`src/ubr_pkg.sv`:
```
// Shared constants and types for the baud rate generator block.
package ubr_pkg;

    // Register byte addresses on the bus; each register takes one aligned word.
    localparam int          ADDR_W      = 5;
    localparam logic [4:0]  OFF_DIV_LO  = 5'h00;
    localparam logic [4:0]  OFF_DIV_HI  = 5'h04;
    localparam logic [4:0]  OFF_CTRL    = 5'h08;
    localparam logic [4:0]  OFF_MODE    = 5'h0C;
    localparam logic [4:0]  OFF_STATUS  = 5'h10;
    localparam logic [4:0]  OFF_MASK    = 5'h14;

    // Bit positions inside the baud_control register.
    localparam int CB_OVF  = 7;
    localparam int CB_IDLE = 6;
    localparam int CB_POL  = 4;
    localparam int CB_WIDE = 3;
    localparam int CB_WAKE = 1;
    localparam int CB_AUTO = 0;

    // Bit positions inside the mode register.
    localparam int MB_SYNC = 0;
    localparam int MB_HS   = 1;

    // Event bits of the status and mask registers.
    localparam int EV_W    = 3;
    localparam int SB_WAKE = 0;
    localparam int SB_AUTO = 1;
    localparam int SB_OVF  = 2;

    // Reset values of the software-written fields.
    localparam logic [7:0]      DIV_RESET  = 8'h00;
    localparam logic [EV_W-1:0] MASK_RESET = 3'h0;

    // Clock cycles spent per divisor step, as selected by the mode bits.
    typedef enum logic [1:0] {
        UBR_MUL64 = 2'h0,
        UBR_MUL16 = 2'h1,
        UBR_MUL4  = 2'h2
    } ubr_mult_e;

    // Last prescaler count for each multiplier (multiplier minus one).
    localparam logic [5:0] PRE_LAST_64 = 6'h3F;
    localparam logic [5:0] PRE_LAST_16 = 6'h0F;
    localparam logic [5:0] PRE_LAST_4  = 6'h03;

endpackage

```
`src/ubr_timer_if.sv`:
```
// Interface between the register front end and the rate timer.
`timescale 1ns/1ps
interface ubr_timer_if;
    import ubr_pkg::*;

    logic      clear;   // One-cycle restart of the timer.
    ubr_mult_e mult;    // Cycles per divisor step.
    logic      wide;    // Full 16-bit divisor when high.
    logic [15:0] divisor; // Divisor pair, high byte over low byte.
    logic      tick;    // One-cycle bit-rate tick.

    // The register side steers the timer.
    modport ctl (output clear, output mult, output wide, output divisor, input tick);
    // The timer side counts and reports ticks.
    modport tmr (input clear, input mult, input wide, input divisor, output tick);
endinterface
```
`src/ubr_baud_gen.sv`:
```
// Baud rate generator with Avalon-MM registers and interrupt status.
//
// Summary of operation
// - One 8 or 16-bit timer, both modes.
// - Reset to 8-bit; wide only when selected.
// - Timer free-runs; period set by divisor.
// - Async multiplier from high-speed and wide bits.
// - Sync mode ignores the high-speed bit.
// - Divisor write clears timer at once.
// - Async narrow normal: clock over 64(n+1).
// - Async wide normal: clock over 16(n+1).
// - Sync: clock over 4(n+1), either width.
// - Divisor is high byte over low byte.
`timescale 1ns/1ps
module ubr_baud_gen
    import ubr_pkg::*;
(
    input  wire logic                 clk,
    input  wire logic                 srst,
    input  wire logic [ADDR_W-1:0]    avs_address,
    input  wire logic                 avs_read,
    input  wire logic                 avs_write,
    input  wire logic [31:0]          avs_writedata,
    output logic      [31:0]          avs_readdata,
    output logic                      avs_waitrequest,
    input  wire logic                 receive_idle_flag,
    input  wire logic                 receive_int_flag,
    input  wire logic                 auto_rate_done,
    input  wire logic                 auto_rate_overflow,
    output logic                      rate_tick,
    output logic                      sync_mode,
    output logic                      high_speed_select,
    output logic                      wide_divider_select,
    output logic                      clock_polarity_select,
    output logic                      wake_on_edge_enable,
    output logic                      auto_rate_detect_enable,
    output logic                      irq
);
    import ubr_pkg::*;

    // Whole register state of the front end.
    typedef struct packed {
        logic            ack;     // Second cycle of a bus access.
        logic [31:0]     rdata;   // Registered read data.
        logic [7:0]      div_lo;  // divisor_low.
        logic [7:0]      div_hi;  // divisor_high.
        logic            clr;     // Timer restart pulse.
        logic            pol;     // clock_polarity_select.
        logic            wide;    // wide_divider_select.
        logic            wake;    // wake_on_edge_enable.
        logic            auto;    // auto_rate_detect_enable.
        logic            sync;    // Synchronous mode.
        logic            hs;      // high_speed_select.
        logic            ovf_q;   // Last overflow level, for edge detect.
        logic [EV_W-1:0] status;  // Sticky event bits.
        logic [EV_W-1:0] mask;    // Interrupt enables.
    } ubr_regs_s;

    ubr_regs_s       st_reg;     // Current state.
    ubr_regs_s       st_next;    // Next state.
    logic            req;        // A bus request is present.
    logic            wr_done;    // A write takes effect at this edge.
    logic [EV_W-1:0] ev;         // Events raised this cycle.
    logic [31:0]     rd_mux;     // Read data before registering.
    logic [7:0]      ctrl_view;  // baud_control as software sees it.
    ubr_mult_e       mult_sel;   // Multiplier chosen from the mode bits.

    ubr_timer_if tif ();

    // The timer itself; one instance serves both sync and async modes.
    ubr_rate_timer u_timer (
        .clk  (clk),
        .srst (srst),
        .t    (tif)
    );

    // Every access costs exactly one wait cycle; the answer comes
    // on the second edge, which keeps the read path fully registered.
    // The price is that back-to-back transfers cost two cycles each.
    assign req             = avs_read | avs_write;
    assign avs_waitrequest = req & ~st_reg.ack;
    assign wr_done         = avs_write & st_reg.ack;
    assign avs_readdata    = st_reg.rdata;

    // Software view of baud_control; unimplemented bits read as zero.
    always_comb begin
        ctrl_view          = 8'h00;
        ctrl_view[CB_OVF]  = auto_rate_overflow;
        ctrl_view[CB_IDLE] = receive_idle_flag;
        ctrl_view[CB_POL]  = st_reg.pol;
        ctrl_view[CB_WIDE] = st_reg.wide;
        ctrl_view[CB_WAKE] = st_reg.wake;
        ctrl_view[CB_AUTO] = st_reg.auto;
    end

    // Read multiplexer; an unmapped address reads as zero.
    always_comb begin
        rd_mux = 32'h00000000;
        if (avs_address == OFF_DIV_LO) begin
            rd_mux[7:0] = st_reg.div_lo;
        end else if (avs_address == OFF_DIV_HI) begin
            rd_mux[7:0] = st_reg.div_hi;
        end else if (avs_address == OFF_CTRL) begin
            rd_mux[7:0] = ctrl_view;
        end else if (avs_address == OFF_MODE) begin
            rd_mux[MB_SYNC] = st_reg.sync;
            rd_mux[MB_HS]   = st_reg.hs;
        end else if (avs_address == OFF_STATUS) begin
            rd_mux[EV_W-1:0] = st_reg.status;
        end else if (avs_address == OFF_MASK) begin
            rd_mux[EV_W-1:0] = st_reg.mask;
        end
    end

    // The mode bits are plain register bits, so a change reaches the timer
    // on the next clock; it is not held off until the next tick, and the
    // period in which it lands is of mixed length.
    // Multiplier selection. In sync mode the high-speed bit is a
    // don't-care, so it is simply not looked at on that branch.
    always_comb begin
        if (st_reg.sync) begin
            mult_sel = UBR_MUL4;
        end else if (st_reg.wide && st_reg.hs) begin
            mult_sel = UBR_MUL4;
        end else if (st_reg.wide || st_reg.hs) begin
            mult_sel = UBR_MUL16;
        end else begin
            mult_sel = UBR_MUL64;
        end
    end

    // Timer steering; the divisor pair forms one 16-bit value.
    // Both bytes feed the timer at once, so the first byte written runs briefly
    // with a mixed divisor; the second byte's write restarts the count cleanly.
    assign tif.clear   = st_reg.clr;
    assign tif.mult    = mult_sel;
    assign tif.wide    = st_reg.wide;
    assign tif.divisor = {st_reg.div_hi, st_reg.div_lo};
    assign rate_tick   = tif.tick;

    // Mode outputs come straight from the registers.
    // The shift paths read them directly; no second copy is kept here.
    assign sync_mode               = st_reg.sync;
    assign high_speed_select       = st_reg.hs;
    assign wide_divider_select     = st_reg.wide;
    assign clock_polarity_select   = st_reg.pol;
    assign wake_on_edge_enable     = st_reg.wake;
    assign auto_rate_detect_enable = st_reg.auto;

    // One level interrupt for any unmasked sticky bit. It is formed from two
    // registers only, so it cannot glitch; it drops in the cycle after
    // software clears the status bit or the mask.
    assign irq = |(st_reg.status & st_reg.mask);

    // Next-state logic for the whole front end.
    always_comb begin
        st_next     = st_reg;
        st_next.ack = req & ~st_reg.ack;
        st_next.clr = 1'b0;
        ev          = '0;
        // Read data is captured on the first edge so it stands
        // throughout the cycle in which waitrequest is low.
        if (avs_read && !st_reg.ack) begin
            st_next.rdata = rd_mux;
        end
        // Self-clearing enables only act in asynchronous mode.
        if (!st_reg.sync && st_reg.wake && receive_int_flag) begin
            st_next.wake = 1'b0;
            ev[SB_WAKE]  = 1'b1;
        end
        if (!st_reg.sync && st_reg.auto && auto_rate_done) begin
            st_next.auto = 1'b0;
            ev[SB_AUTO]  = 1'b1;
        end
        // Overflow is a level from the measurement logic; flag its rise.
        st_next.ovf_q = auto_rate_overflow;
        if (auto_rate_overflow && !st_reg.ovf_q) begin
            ev[SB_OVF] = 1'b1;
        end
        // Software writes land after the self-clears, so a write of an
        // enable in the same cycle as its self-clear keeps the write.
        if (wr_done) begin
            if (avs_address == OFF_DIV_LO) begin
                st_next.div_lo = avs_writedata[7:0];
                st_next.clr    = 1'b1;
            end else if (avs_address == OFF_DIV_HI) begin
                st_next.div_hi = avs_writedata[7:0];
                st_next.clr    = 1'b1;
            end else if (avs_address == OFF_CTRL) begin
                st_next.pol  = avs_writedata[CB_POL];
                st_next.wide = avs_writedata[CB_WIDE];
                st_next.wake = avs_writedata[CB_WAKE];
                st_next.auto = avs_writedata[CB_AUTO];
            end else if (avs_address == OFF_MODE) begin
                st_next.sync = avs_writedata[MB_SYNC];
                st_next.hs   = avs_writedata[MB_HS];
            end else if (avs_address == OFF_STATUS) begin
                // Write one to clear.
                st_next.status = st_reg.status & ~avs_writedata[EV_W-1:0];
            end else if (avs_address == OFF_MASK) begin
                st_next.mask = avs_writedata[EV_W-1:0];
            end
        end
        // Sets are applied last so an event beats a clear in the same cycle.
        st_next.status = st_next.status | ev;
    end

    // State register; every control bit has a defined reset value.
    always_ff @(posedge clk) begin
        if (srst) begin
            st_reg <= '{
                ack:    1'b0,
                rdata:  32'h00000000,
                div_lo: DIV_RESET,
                div_hi: DIV_RESET,
                clr:    1'b0,
                pol:    1'b0,
                wide:   1'b0,
                wake:   1'b0,
                auto:   1'b0,
                sync:   1'b0,
                hs:     1'b0,
                ovf_q:  1'b0,
                status: '0,
                mask:   MASK_RESET
            };
        end else begin
            st_reg <= st_next;
        end
    end

    // The write target of the current access, for the checks below.
    logic wr_div;
    logic wr_ctrl;
    assign wr_div  = wr_done && (avs_address == OFF_DIV_LO || avs_address == OFF_DIV_HI);
    assign wr_ctrl = wr_done && avs_address == OFF_CTRL;
endmodule

```
`src/ubr_rate_timer.sv`:
```
// Free-running rate timer: prescaler plus 8/16-bit divisor counter.
`timescale 1ns/1ps
module ubr_rate_timer
    import ubr_pkg::*;
(
    input  wire logic clk,
    input  wire logic srst,
    ubr_timer_if.tmr  t
);
    import ubr_pkg::*;

    // Whole state of the timer.
    typedef struct packed {
        logic [5:0]  pre;   // Prescaler count.
        logic [15:0] cnt;   // Divisor step count.
        logic        tick;  // Registered tick.
    } ubr_tmr_s;

    ubr_tmr_s   st_reg;    // Current state.
    ubr_tmr_s   st_next;   // Next state.
    logic [5:0] pre_last;  // Prescaler terminal count.
    logic [15:0] n_eff;    // Divisor as seen at the current width.

    // Next-state logic. Compares use >= so that a mode change mid-count
    // wraps at once instead of running the counter all the way round.
    always_comb begin
        st_next      = st_reg;
        st_next.tick = 1'b0;
        case (t.mult)
            UBR_MUL64: pre_last = PRE_LAST_64;
            UBR_MUL16: pre_last = PRE_LAST_16;
            default:   pre_last = PRE_LAST_4;
        endcase
        // Narrow mode looks at the low byte only.
        n_eff = t.wide ? t.divisor : {8'h00, t.divisor[7:0]};
        if (t.clear) begin
            // A divisor write restarts the period from zero.
            st_next.pre = 6'h00;
            st_next.cnt = 16'h0000;
        end else if (st_reg.pre >= pre_last) begin
            st_next.pre = 6'h00;
            if (st_reg.cnt >= n_eff) begin
                // Period is multiplier times divisor plus one.
                st_next.cnt  = 16'h0000;
                st_next.tick = 1'b1;
            end else begin
                st_next.cnt = st_reg.cnt + 16'h0001;
            end
        end else begin
            st_next.pre = st_reg.pre + 6'h01;
        end
    end

    // State register.
    always_ff @(posedge clk) begin
        if (srst) begin
            st_reg <= '{pre: 6'h00, cnt: 16'h0000, tick: 1'b0};
        end else begin
            st_reg <= st_next;
        end
    end

    assign t.tick = st_reg.tick;

    // Helper for the period check: cycles since restart and config stability.
    logic [23:0] gap;
    logic [23:0] period;
    logic        clean;
    logic [18:0] cfg_q;
    assign period = 24'({18'h00000, pre_last} + 24'h000001) * 24'({8'h00, n_eff} + 24'h000001);
    always_ff @(posedge clk) begin
        cfg_q <= {t.mult, t.wide, t.divisor};
        if (srst || t.clear || st_next.tick) begin
            gap   <= 24'h000000;
            clean <= ~srst;
        end else begin
            gap <= gap + 24'h000001;
            if (cfg_q != {t.mult, t.wide, t.divisor}) begin
                clean <= 1'b0;
            end
        end
    end
endmodule

```
`config.mk`:
```
export PLATFORM = sky130hd
export DESIGN_NAME = ubr_baud_gen
export DESIGN_NICKNAME = d
export VERILOG_FILES = /design/src/ubr_pkg.sv /design/src/ubr_timer_if.sv /design/src/ubr_baud_gen.sv /design/src/ubr_rate_timer.sv
export SDC_FILE = /design/constraint.sdc
export NUM_CORES = 1
export LEC_CHECK = 0
export ABC_AREA = 1
export BUFFER_PORTS_ARGS = -buffer_cell sky130_fd_sc_hd__buf_2
export CAP_MARGIN = 5
export CORE_AREA = 2 2 108 110
export DETAILED_ROUTE_END_ITERATION = 16
export DIE_AREA = 0 0 110 112
export PLACE_DENSITY = 0.58
export SLEW_MARGIN = 5
export SYNTH_ARGS = -nofsm -noshare
export SYNTH_HDL_FRONTEND = slang
export SYNTH_SLANG_ARGS = --single-unit
```
`constraint.sdc`:
```
create_clock -name clk -period 2.5 [get_ports clk]
set_input_delay 0.25 -clock clk [delete_from_list [all_inputs] [get_ports clk]]
set_output_delay 0.25 -clock clk [all_outputs]
set_load 0.02 [all_outputs]
```
==> impl_results.md, run 1 <==
- Status: finished clean
- Setup WS pre-CTS: 0.182 ns
- FF-to-FF End: u_timer.st_reg[16]$_SDFFE_PP0P_
- Critical-path top delay cell: dfxtp_1
- Clk_lat worst skew: 0.33 ns
- Register bit total from synthesis: 62
- IO Pins: 86
- CTS clk-pin slew, worst paths: 0.06 ns
- Area of the mapped netlist: 0.00348 mm^2
- Routed via count: 2975
- Antenna Nets Post-Route: 0
- Sequential area share after synthesis: 35.7%
- CTS max path bufs: 2
- Tot GR Track Use: 13.1%
- Cells after Synth: 473
- CTS Hold Bufs: 0
- Inserted Diodes: 0
- Row cnt: 39
- Worst hold path depth: 3
- Crit path arrival time: 2.54 ns
- Avg Vias per Cell: 4.54
- Cell Chain, Critical Path: ha_1 > inv_1 > nand2_1 > or2_2 > ha_1 > a21oi_1 > nand3_2 > nand3_1 > inv_1 > nand2_1 > nand2_1 > nand2_1 > nor2_1
- Fin. max-slew vios: 0
- Detailed Place HPWL: 5940 um
- Global-route wire length before repair: 12700 um
- Critical setup path kind: flop to flop
- Worst path max stage delay: 0.33 ns
- Mean Syn Cell Area: 7.35 um^2
- Distinct cells, synth: 38
- CTS resizes: 0
- Final setup viols: 0
- GP Congestion: 0.826
- Worst EP required: 2.73 ns
- CP Capture Type: flop
- Max Cap Viol: 0
- Synth warn: 0
- Wire length per cell: 11.7 um
- Skew final: 0.00706 ns
- CTS H-tree depth: 3
- Worst setup SP type: flop
- HP Class: primary input to flop
- Hold Vio Cnt, Final: 0
- Die H: 112 um
- Total grt overflow: 0
- Flop-to-flop setup slack: 0.18 ns
- Share of post-route cells with drive strength above 1: 14.8%
- DR iter-0 viols: 109
- Input/output buffers: 37
- Routed wire length: 7650 um
- DR pass1 iterations: 4
- Setup Total Neg Slack: 0 ns
- Num CTS Buffers: 9
- Initial Util: 31.1%
- Total die area: 0.0123 mm^2
- Nets: 576
- Leakage: 1.83 nW
- Final worst-path cycle share: 92.7%
- Delay-heaviest family, CP: simple AND/OR/NAND/NOR gates
- Upper clock frequency limit: 0.432 GHz
- Clk root buf: clkbuf_16
- Post-synth EDFFs: 0
- Post-CTS Repair Setup Buffers: 0
- Number of global-route vias before repair: 2731
- Placed inst area: 0.00368 mm^2
- Worst-path maximum fanout: 9
- Max_slew headroom: 39.1%
- Die width: 110 um
- Initial antenna violation count: 0
- Crit path top cell by count: nand2_1
- Remaining DRCs: 0
- Design area: 0.00401 mm^2
- Final setup margin: 0.184 ns
- Min Tclk post-route: 2.32 ns
- RSZ-0062 raised after global routing: no
- CTS tree: built
- Area Overhead vs Synth: 15.5%
- Async SR Flop Fraction: 0%
- Post-synth top flop: dfxtp_1
- Pwr/cell area: 639 mW/mm^2
- Worst Path Buf+Inv: 2
- RR Startpoint: high_speed_select$_SDFFE_PP0P_
- Hold path start: auto_rate_overflow
- Max FFs per register: 24
- Largest net degree at the start of global routing: 33
- Peak supply drop: 0.384 mV
- Number of clock sinks: 62
- Reg2Reg Depth: 13
- Worst Tran Pin Value: 0.909 ns
- Hold Path End: st_reg[6]$_SDFF_PP0_
- Core Footprint: 0.0112 mm^2
tightest hold or removal path: stages:
cell and delay [ns]:
buf_2 0.08, nand2_1 0.07, inv_1 0.05
cell type report:
cell class / instances / area (um^2)
Sequential cell: 62 / 1240
Inverter: 59 / 226
Tap cell: 143 / 179
Timing Repair Buffer: 41 / 228
Clock inverter: 3 / 65.1
Multi-Input combinational cell: 335 / 1800
Clock buffer: 13 / 270
Fill cell: 1156 / 7160
layer usage:
metal  vias to the layer above  share of wire [%]  GRT usage, %  wire, um
met5                         -                  0             0         0
met4                         0                1.2          4.73        95
met3                         7                4.1          3.22       313
met2                        64                 47          20.8      3600
met1                      1344                 48          17.2      3650
li1                       1560                  -             -         -
cell usage after synthesis (all sizes together) (2+ instances only):
cell | count | area, um^2
ha | 23 | 288
nand2 | 92 | 355
a41oi | 4 | 35.0
a211oi | 2 | 15.0
buf | 35 | 272
xnor2 | 3 | 26.3
clkbuf | 5 | 18.8
a21oi | 36 | 188
o21ai | 39 | 203
nand3 | 16 | 85.1
nor2 | 61 | 273
inv | 58 | 218
o211ai | 2 | 15.0
or2 | 3 | 18.8
nor3b | 2 | 20.0
dfxtp | 62 | 1240
xor2 | 8 | 70.1
nand4 | 9 | 56.3
nor3 | 7 | 35.0
cell usage in the layout (no fill, tap or decap), types with 8 or more instances in the layout:
cell type  count
nand2_1       90
clkbuf_16      9
inv_1         56
xor2_1         8
ha_1          23
a21oi_1       34
dfxtp_1       62
nand4_1        9
o21ai_0       36
nor2_1        55
conb_1        24
buf_2         37
nand3_1       15
power by group:
part | switching [mW] | internal [mW] | total (mW) | leakage [nW]
Combinational | 0.119 | 0.0449 | 0.164 | 1.16
Clock | 0.430 | 0.952 | 1.38 | 0.166
Sequential | 0.0107 | 1.01 | 1.02 | 0.502
Total | 0.559 | 2.01 | 2.56 | 1.83
through the flow:
| step | utilization (%) | hold slack [ns] | instances | total power, mW |
|---|---|---|---|---|
| floorplan | - | 0.367 | 496 | 1.19 |
| global placement | 32.9 | 0.410 | 640 | 1.20 |
| detailed placement | 32.9 | 0.420 | 640 | 1.20 |
| CTS | 35.9 | 0.173 | 656 | 2.59 |
| global route | 35.9 | 0.186 | 656 | 2.65 |
| finish | 35.9 | 0.167 | 656 | 2.56 |
worst max path at each step:
stage                                   startpoint                         endpoint  slack (ns)  cells after the start
floorplan           high_speed_select$_SDFFE_PP0P_   u_timer.st_reg[9]$_SDFFE_PP0P_        0.23                     10
global placement    high_speed_select$_SDFFE_PP0P_  u_timer.st_reg[16]$_SDFFE_PP0P_        0.24                     13
detailed placement  high_speed_select$_SDFFE_PP0P_  u_timer.st_reg[16]$_SDFFE_PP0P_        0.18                     13
CTS                 high_speed_select$_SDFFE_PP0P_    u_timer.st_reg[19]$_SDFF_PP0_        0.16                     11
global route        high_speed_select$_SDFFE_PP0P_  u_timer.st_reg[16]$_SDFFE_PP0P_       0.003                     13
finish              high_speed_select$_SDFFE_PP0P_  u_timer.st_reg[16]$_SDFFE_PP0P_        0.18                     13
logic make-up (layout without fill, tap and decap cells):
family | after synthesis | count (layout) | synth area share [%]
flip-flops | 62 | 62 | 35.7
other | 1 | 24 | 0.108
AO/OA/AOI/OAI | 87 | 87 | 14.0
XOR/XNOR | 11 | 11 | 2.77
adder cells (fa/ha/maj) | 23 | 23 | 8.28
AND/OR/NAND/NOR | 190 | 190 | 24.3
buffers and inverters | 99 | 116 | 14.9
No activity file was read; power rests on OpenSTA's default activity.
==> inputs of run 2 (changes only) <==
BUFFER_PORTS_ARGS = not set   (was -buffer_cell sky130_fd_sc_hd__buf_2)
CELL_PAD_IN_SITES_DETAIL_PLACEMENT = 0   (was not set)
CELL_PAD_IN_SITES_GLOBAL_PLACEMENT = 1   (was not set)
DONT_BUFFER_PORTS = 1   (was not set)
PLACE_DENSITY = 0.64   (was 0.58)
==> impl_results.md, run 2 (same netlist as run 1, synthesis figures left out) <==
- Status: finished clean
- Setup crit end: u_timer.st_reg[16]$_SDFFE_PP0P_
- Worst setup SP type: flop
- Setup WS pre-CTS: 0.166 ns
- IO Pins: 86
- Input/output buffers: 0
- CTS max path bufs: 2
- RSZ-0062 raised after global routing: no
- Leakage: 1.66 nW
- Worst Tran Pin Value: 0.873 ns
- Final worst-path cycle share: 91.4%
- Inserted Diodes: 0
- Skew final: 0.00879 ns
- Remaining DRCs: 0
- Area of the multi-input gates: 0.00180 mm^2
- RR Startpoint: high_speed_select$_SDFFE_PP0P_
- Setup Total Neg Slack: 0 ns
- CTS H-tree depth: 3
- Peak supply drop: 0.326 mV
- Worst EP required: 2.71 ns
- Initial antenna violation count: 0
- Worst Path Buf+Inv: 2
- Area Overhead vs Synth: 9.86%
- Die width: 110 um
- Min Tclk post-route: 2.28 ns
- Most frequent cells in the layout: 90 x nand2_1, 62 x dfxtp_1, 56 x inv_1, 55 x nor2_1, 36 x o21ai_0
- Crit path top cell by count: nand2_1
- Number of global-route vias before repair: 2662
- Cell Chain, Critical Path: ha_1 > inv_1 > nand2_1 > or2_2 > ha_1 > a21oi_1 > nand3_2 > nand3_1 > inv_1 > nand2_1 > nand2_1 > nand2_1 > nor2_1
- Detailed Place HPWL: 6150 um
- Critical setup path kind: flop to flop
- HP Class: primary input to flop
- Row cnt: 39
- Tot GR Track Use: 14.2%
- Commonest non-fill, non-tap cell in the layout: nand2_1
- CTS clk-pin slew, worst paths: 0.05 ns
- CTS resizes: 0
- Final setup margin: 0.216 ns
- Hold Vio Cnt, Final: 0
- Global-route wire length before repair: 13300 um
- DR pass1 iterations: 4
- Fin util: 34.2%
- Nets: 545
- DR iter-0 viols: 118
- Total die area: 0.0123 mm^2
- Num CTS Buffers: 9
- Total grt overflow: 0
- Core Footprint: 0.0112 mm^2
- Reg2Reg Depth: 13
- Max FFs per register: 24
- Crit. Startpoint: high_speed_select$_SDFFE_PP0P_
- Flop-to-flop setup slack: 0.22 ns
- Delay-heaviest family, CP: simple AND/OR/NAND/NOR gates
- Die H: 112 um
- GP Congestion: 0.757
- Critical path depth: 13
- CP Capture Type: flop
- Design area: 0.00382 mm^2
- Placed inst area: 0.00350 mm^2
- Worst-path maximum fanout: 9
- Routed wire length: 8070 um
- Avg Vias per Cell: 4.59
- Largest net degree at the start of global routing: 33
- Number of clock sinks: 62
- Hold WS: 0.0370 ns
- Register area: 0.00124 mm^2
- Max Cap Viol: 0
- Pwr/cell area: 623 mW/mm^2
- Routed via count: 2863
- Upper clock frequency limit: 0.438 GHz
- CTS tree: built
- Clk_lat worst skew: 0.33 ns
- Antenna Nets Post-Route: 0
- Initial Util: 31.1%
- Clk root buf: clkbuf_16
- Fin. max-slew vios: 0
- Fillers: 1190
- Final setup viols: 0
- Max_slew headroom: 41.7%
- Share of post-route cells with drive strength above 1: 8.94%
- Critical-path top delay cell: dfxtp_1
- Crit path arrival time: 2.50 ns
- FF-to-FF End: u_timer.st_reg[16]$_SDFFE_PP0P_
- Wire length per cell: 12.9 um
- Worst path max stage delay: 0.31 ns
run 2: area by class of cell:
class                   instances  share of cell area, %
repair buffers                 10                   2.03
inverters                      59                   5.93
multi-input cells             335                   47.2
clock buffers                  11                   6.36
well taps                     143                   4.69
flip-flops and latches         62                   32.5
clock inverters                 4                   1.25
run 2: worst min path at each step:
stage,startpoint,end,cells past startpoint
2_1_floorplan,auto_rate_overflow,st_reg[6]$_SDFF_PP0_,2
3_3_place_gp,srst,st_reg[4]$_SDFF_PP0_,1
3_5_place_dp,srst,st_reg[3]$_SDFF_PP0_,1
4_1_cts,srst,st_reg[5]$_SDFF_PP0_,1
5_1_grt,srst,st_reg[5]$_SDFF_PP0_,1
6_report,srst,st_reg[5]$_SDFF_PP0_,1
run 2: power breakdown:
part           internal [mW]  total [mW]  switching (mW)
clock network          0.789        1.23           0.438
logic                 0.0277       0.122          0.0940
registers               1.01        1.03          0.0233
run 2: routing by layer:
metal | share of wire, % | up-vias | GRT usage [%]
met3 | 4.8 | 10 | 3.81
met5 | 0 | - | 0
li1 | - | 1493 | -
met4 | 1.4 | 0 | 5.57
met2 | 46 | 62 | 21.7
met1 | 48 | 1298 | 19.0
run 2: repair_timing:
| action | in CTS | in global routing |
|---|---|---|
| hold endpoints to repair | 6 | 0 |
| hold buffers | 1 | 0 |
| setup endpoints to repair | 0 | 1 |
| setup buffers | 0 | 3 |
run 2: through the flow:
step           total power [mW]  instances
2_1_floorplan              1.19        496
3_3_place_gp               1.17        605
3_5_place_dp               1.17        605
4_1_cts                    2.41        621
5_1_grt                    2.47        624
6_report                   2.38        624
==> inputs of run 3 (changes only) <==
==> constraint.sdc (replaced) <==
create_clock -name clk -period 2.5 [get_ports clk]
set_input_delay 0.125 -clock clk [delete_from_list [all_inputs] [get_ports clk]]
set_output_delay 0.125 -clock clk [all_outputs]
set_load 0.02 [all_outputs]
==> impl_results.md, run 3 (same netlist as run 1, synthesis figures left out) <==
- Status: finished clean
- CP Capture Type: flop
- Worst path max stage delay: 0.32 ns
- Core Footprint: 0.0112 mm^2
- FF-to-FF End: u_timer.st_reg[11]$_SDFFE_PP0P_
- Upper clock frequency limit: 0.452 GHz
- Crit path top cell by count: nand2_1
- Flop-to-flop setup slack: 0.29 ns
- Detailed Place HPWL: 6120 um
- Largest net degree at the start of global routing: 33
- Share of post-route cells with drive strength above 1: 8.94%
- Max Cap Viol: 0
- Clk_lat worst skew: 0.33 ns
- Antenna Nets Post-Route: 0
- CTS H-tree depth: 3
- Worst setup SP type: flop
- Total grt overflow: 0
- Avg Vias per Cell: 4.56
- Cell Chain, Critical Path: ha_1 > inv_1 > nand2_1 > or2_2 > ha_1 > nand2_1 > inv_1 > nand2_1 > nand2_1 > nor2_1 > buf_4 > nor2_2 > inv_1 > o21ai_1 > nand2_1 > nor2_1
- Post-CTS Repair Setup Buffers: 0
- Worst Path Buf+Inv: 4
- Critical-path top delay cell: or2_2
- Hold path start: avs_writedata[7]
- DR iter-0 viols: 69
- CTS max path bufs: 2
- DR pass1 iterations: 4
- Worst Tran Pin Value: 0.871 ns
- Commonest non-fill, non-tap cell in the layout: nand2_1
- RR Startpoint: high_speed_select$_SDFFE_PP0P_
- Crit. Startpoint: high_speed_select$_SDFFE_PP0P_
- CTS clk-pin slew, worst paths: 0.05 ns
- Setup Total Neg Slack: 0 ns
- Nets: 555
- RSZ-0062 raised after global routing: no
- Worst-path maximum fanout: 6
- Critical setup path kind: flop to flop
- Worst hold path depth: 2
- Leakage: 1.72 nW
- Crit path arrival time: 2.48 ns
- Wire length per cell: 12.8 um
- GP Congestion: 0.753
- Clk root buf: clkbuf_16
- Global-route wire length before repair: 13700 um
- HP Class: primary input to flop
- Die H: 112 um
- Remaining DRCs: 0
- Tot GR Track Use: 14.6%
- Initial antenna violation count: 0
- Num CTS Buffers: 9
- Reg2Reg Depth: 16
- Fin. max-slew vios: 0
- CTS tree: built
- Die width: 110 um
- Hold WS: 0.0111 ns
- Routed wire length: 8110 um
- Skew final: 0.00846 ns
- Row cnt: 39
- Initial Util: 31.1%
- Worst EP required: 2.77 ns
- Final worst-path cycle share: 88.5%
- Delay-heaviest family, CP: simple AND/OR/NAND/NOR gates
- Peak supply drop: 0.366 mV
- Number of clock sinks: 62
- Hold Path End: st_reg[29]$_SDFFE_PP0P_
- Inserted Diodes: 0
- Total die area: 0.0123 mm^2
- Pwr/cell area: 639 mW/mm^2
- Routed via count: 2897
- Max FFs per register: 24
- Final setup viols: 0
- Min Tclk post-route: 2.21 ns
- Input/output buffers: 0
- Max_slew headroom: 41.9%
- Most frequent cells in the layout: 90 x nand2_1, 62 x dfxtp_1, 56 x inv_1, 55 x nor2_1, 36 x o21ai_0
- Area Overhead vs Synth: 14.9%
- Number of global-route vias before repair: 2872
- Hold Vio Cnt, Final: 0
- IO Pins: 86
-- run 3: changes by cell type in the layout (fill, tap and decap cells not counted), sizes merged --
cell and change:
buf -3, bufinv +1, dlygate4sd3 +13
-- run 3: report_power, final --
part	switching (mW)	internal, mW
clock network	0.453	0.926
registers	0.0231	1.01
logic	0.100	0.0403
total	0.576	1.97
-- run 3: worst max-delay path by stage --
stage / to / depth (start not counted)
after floorplan: u_timer.st_reg[9]$_SDFFE_PP0P_ / 10
after global placement: u_timer.st_reg[16]$_SDFFE_PP0P_ / 13
after detailed placement: u_timer.st_reg[16]$_SDFFE_PP0P_ / 13
after CTS: u_timer.st_reg[16]$_SDFFE_PP0P_ / 13
after global routing: u_timer.st_reg[11]$_SDFFE_PP0P_ / 16
final: u_timer.st_reg[11]$_SDFFE_PP0P_ / 16
-- run 3: routing by layer --
layer / part of all wire (%) / global-route usage, % / wire, um
met3: 4.3 / 2.99 / 348
met2: 47 / 23.2 / 3780
met5: 0 / 0 / 0
met1: 47 / 18.4 / 3790
met4: 2.4 / 7.59 / 192
-- run 3: repair_timing --
item	CTS	global route
endpoints found under the setup margin	0	15
hold buffers	14	0
hold endpoints to repair	28	0
resized for setup	0	3
-- run 3: area by class of cell --
cell class                 count  area, um^2
clock buffer                  11         253
clock inverter                 5        81.3
fill                        1181        7180
inverter                      59         226
multi-input combinational    335        1830
sequential                    62        1240
tap                          143         179
timing repair buffer          20         185
-- run 3: metrics by stage --
stage                     cells  cell area [um^2]  total power [mW]  utilization, %  setup slack, ns
final                       635              3990              2.55            35.7            0.289
after global routing        635              3990              2.64            35.7           0.0143
after CTS                   635              3970              2.58            35.5            0.117
after detailed placement    605              3500              1.17            31.3            0.134
after global placement      605              3500              1.17            31.3            0.171
after floorplan             496              3560              1.19               -            0.230
-- run 3: worst reg2reg max path, stage by stage (launching register included) --
cell and delay [ns]:
dfxtp_1 0.31, ha_1 0.18, inv_1 0.05, nand2_1 0.08
or2_2 0.32, ha_1 0.29, nand2_1 0.04, inv_1 0.06
nand2_1 0.10, nand2_1 0.07, nor2_1 0.04, buf_4 0.15
nor2_2 0.11, inv_1 0.07, o21ai_1 0.12, nand2_1 0.06
nor2_1 0.09
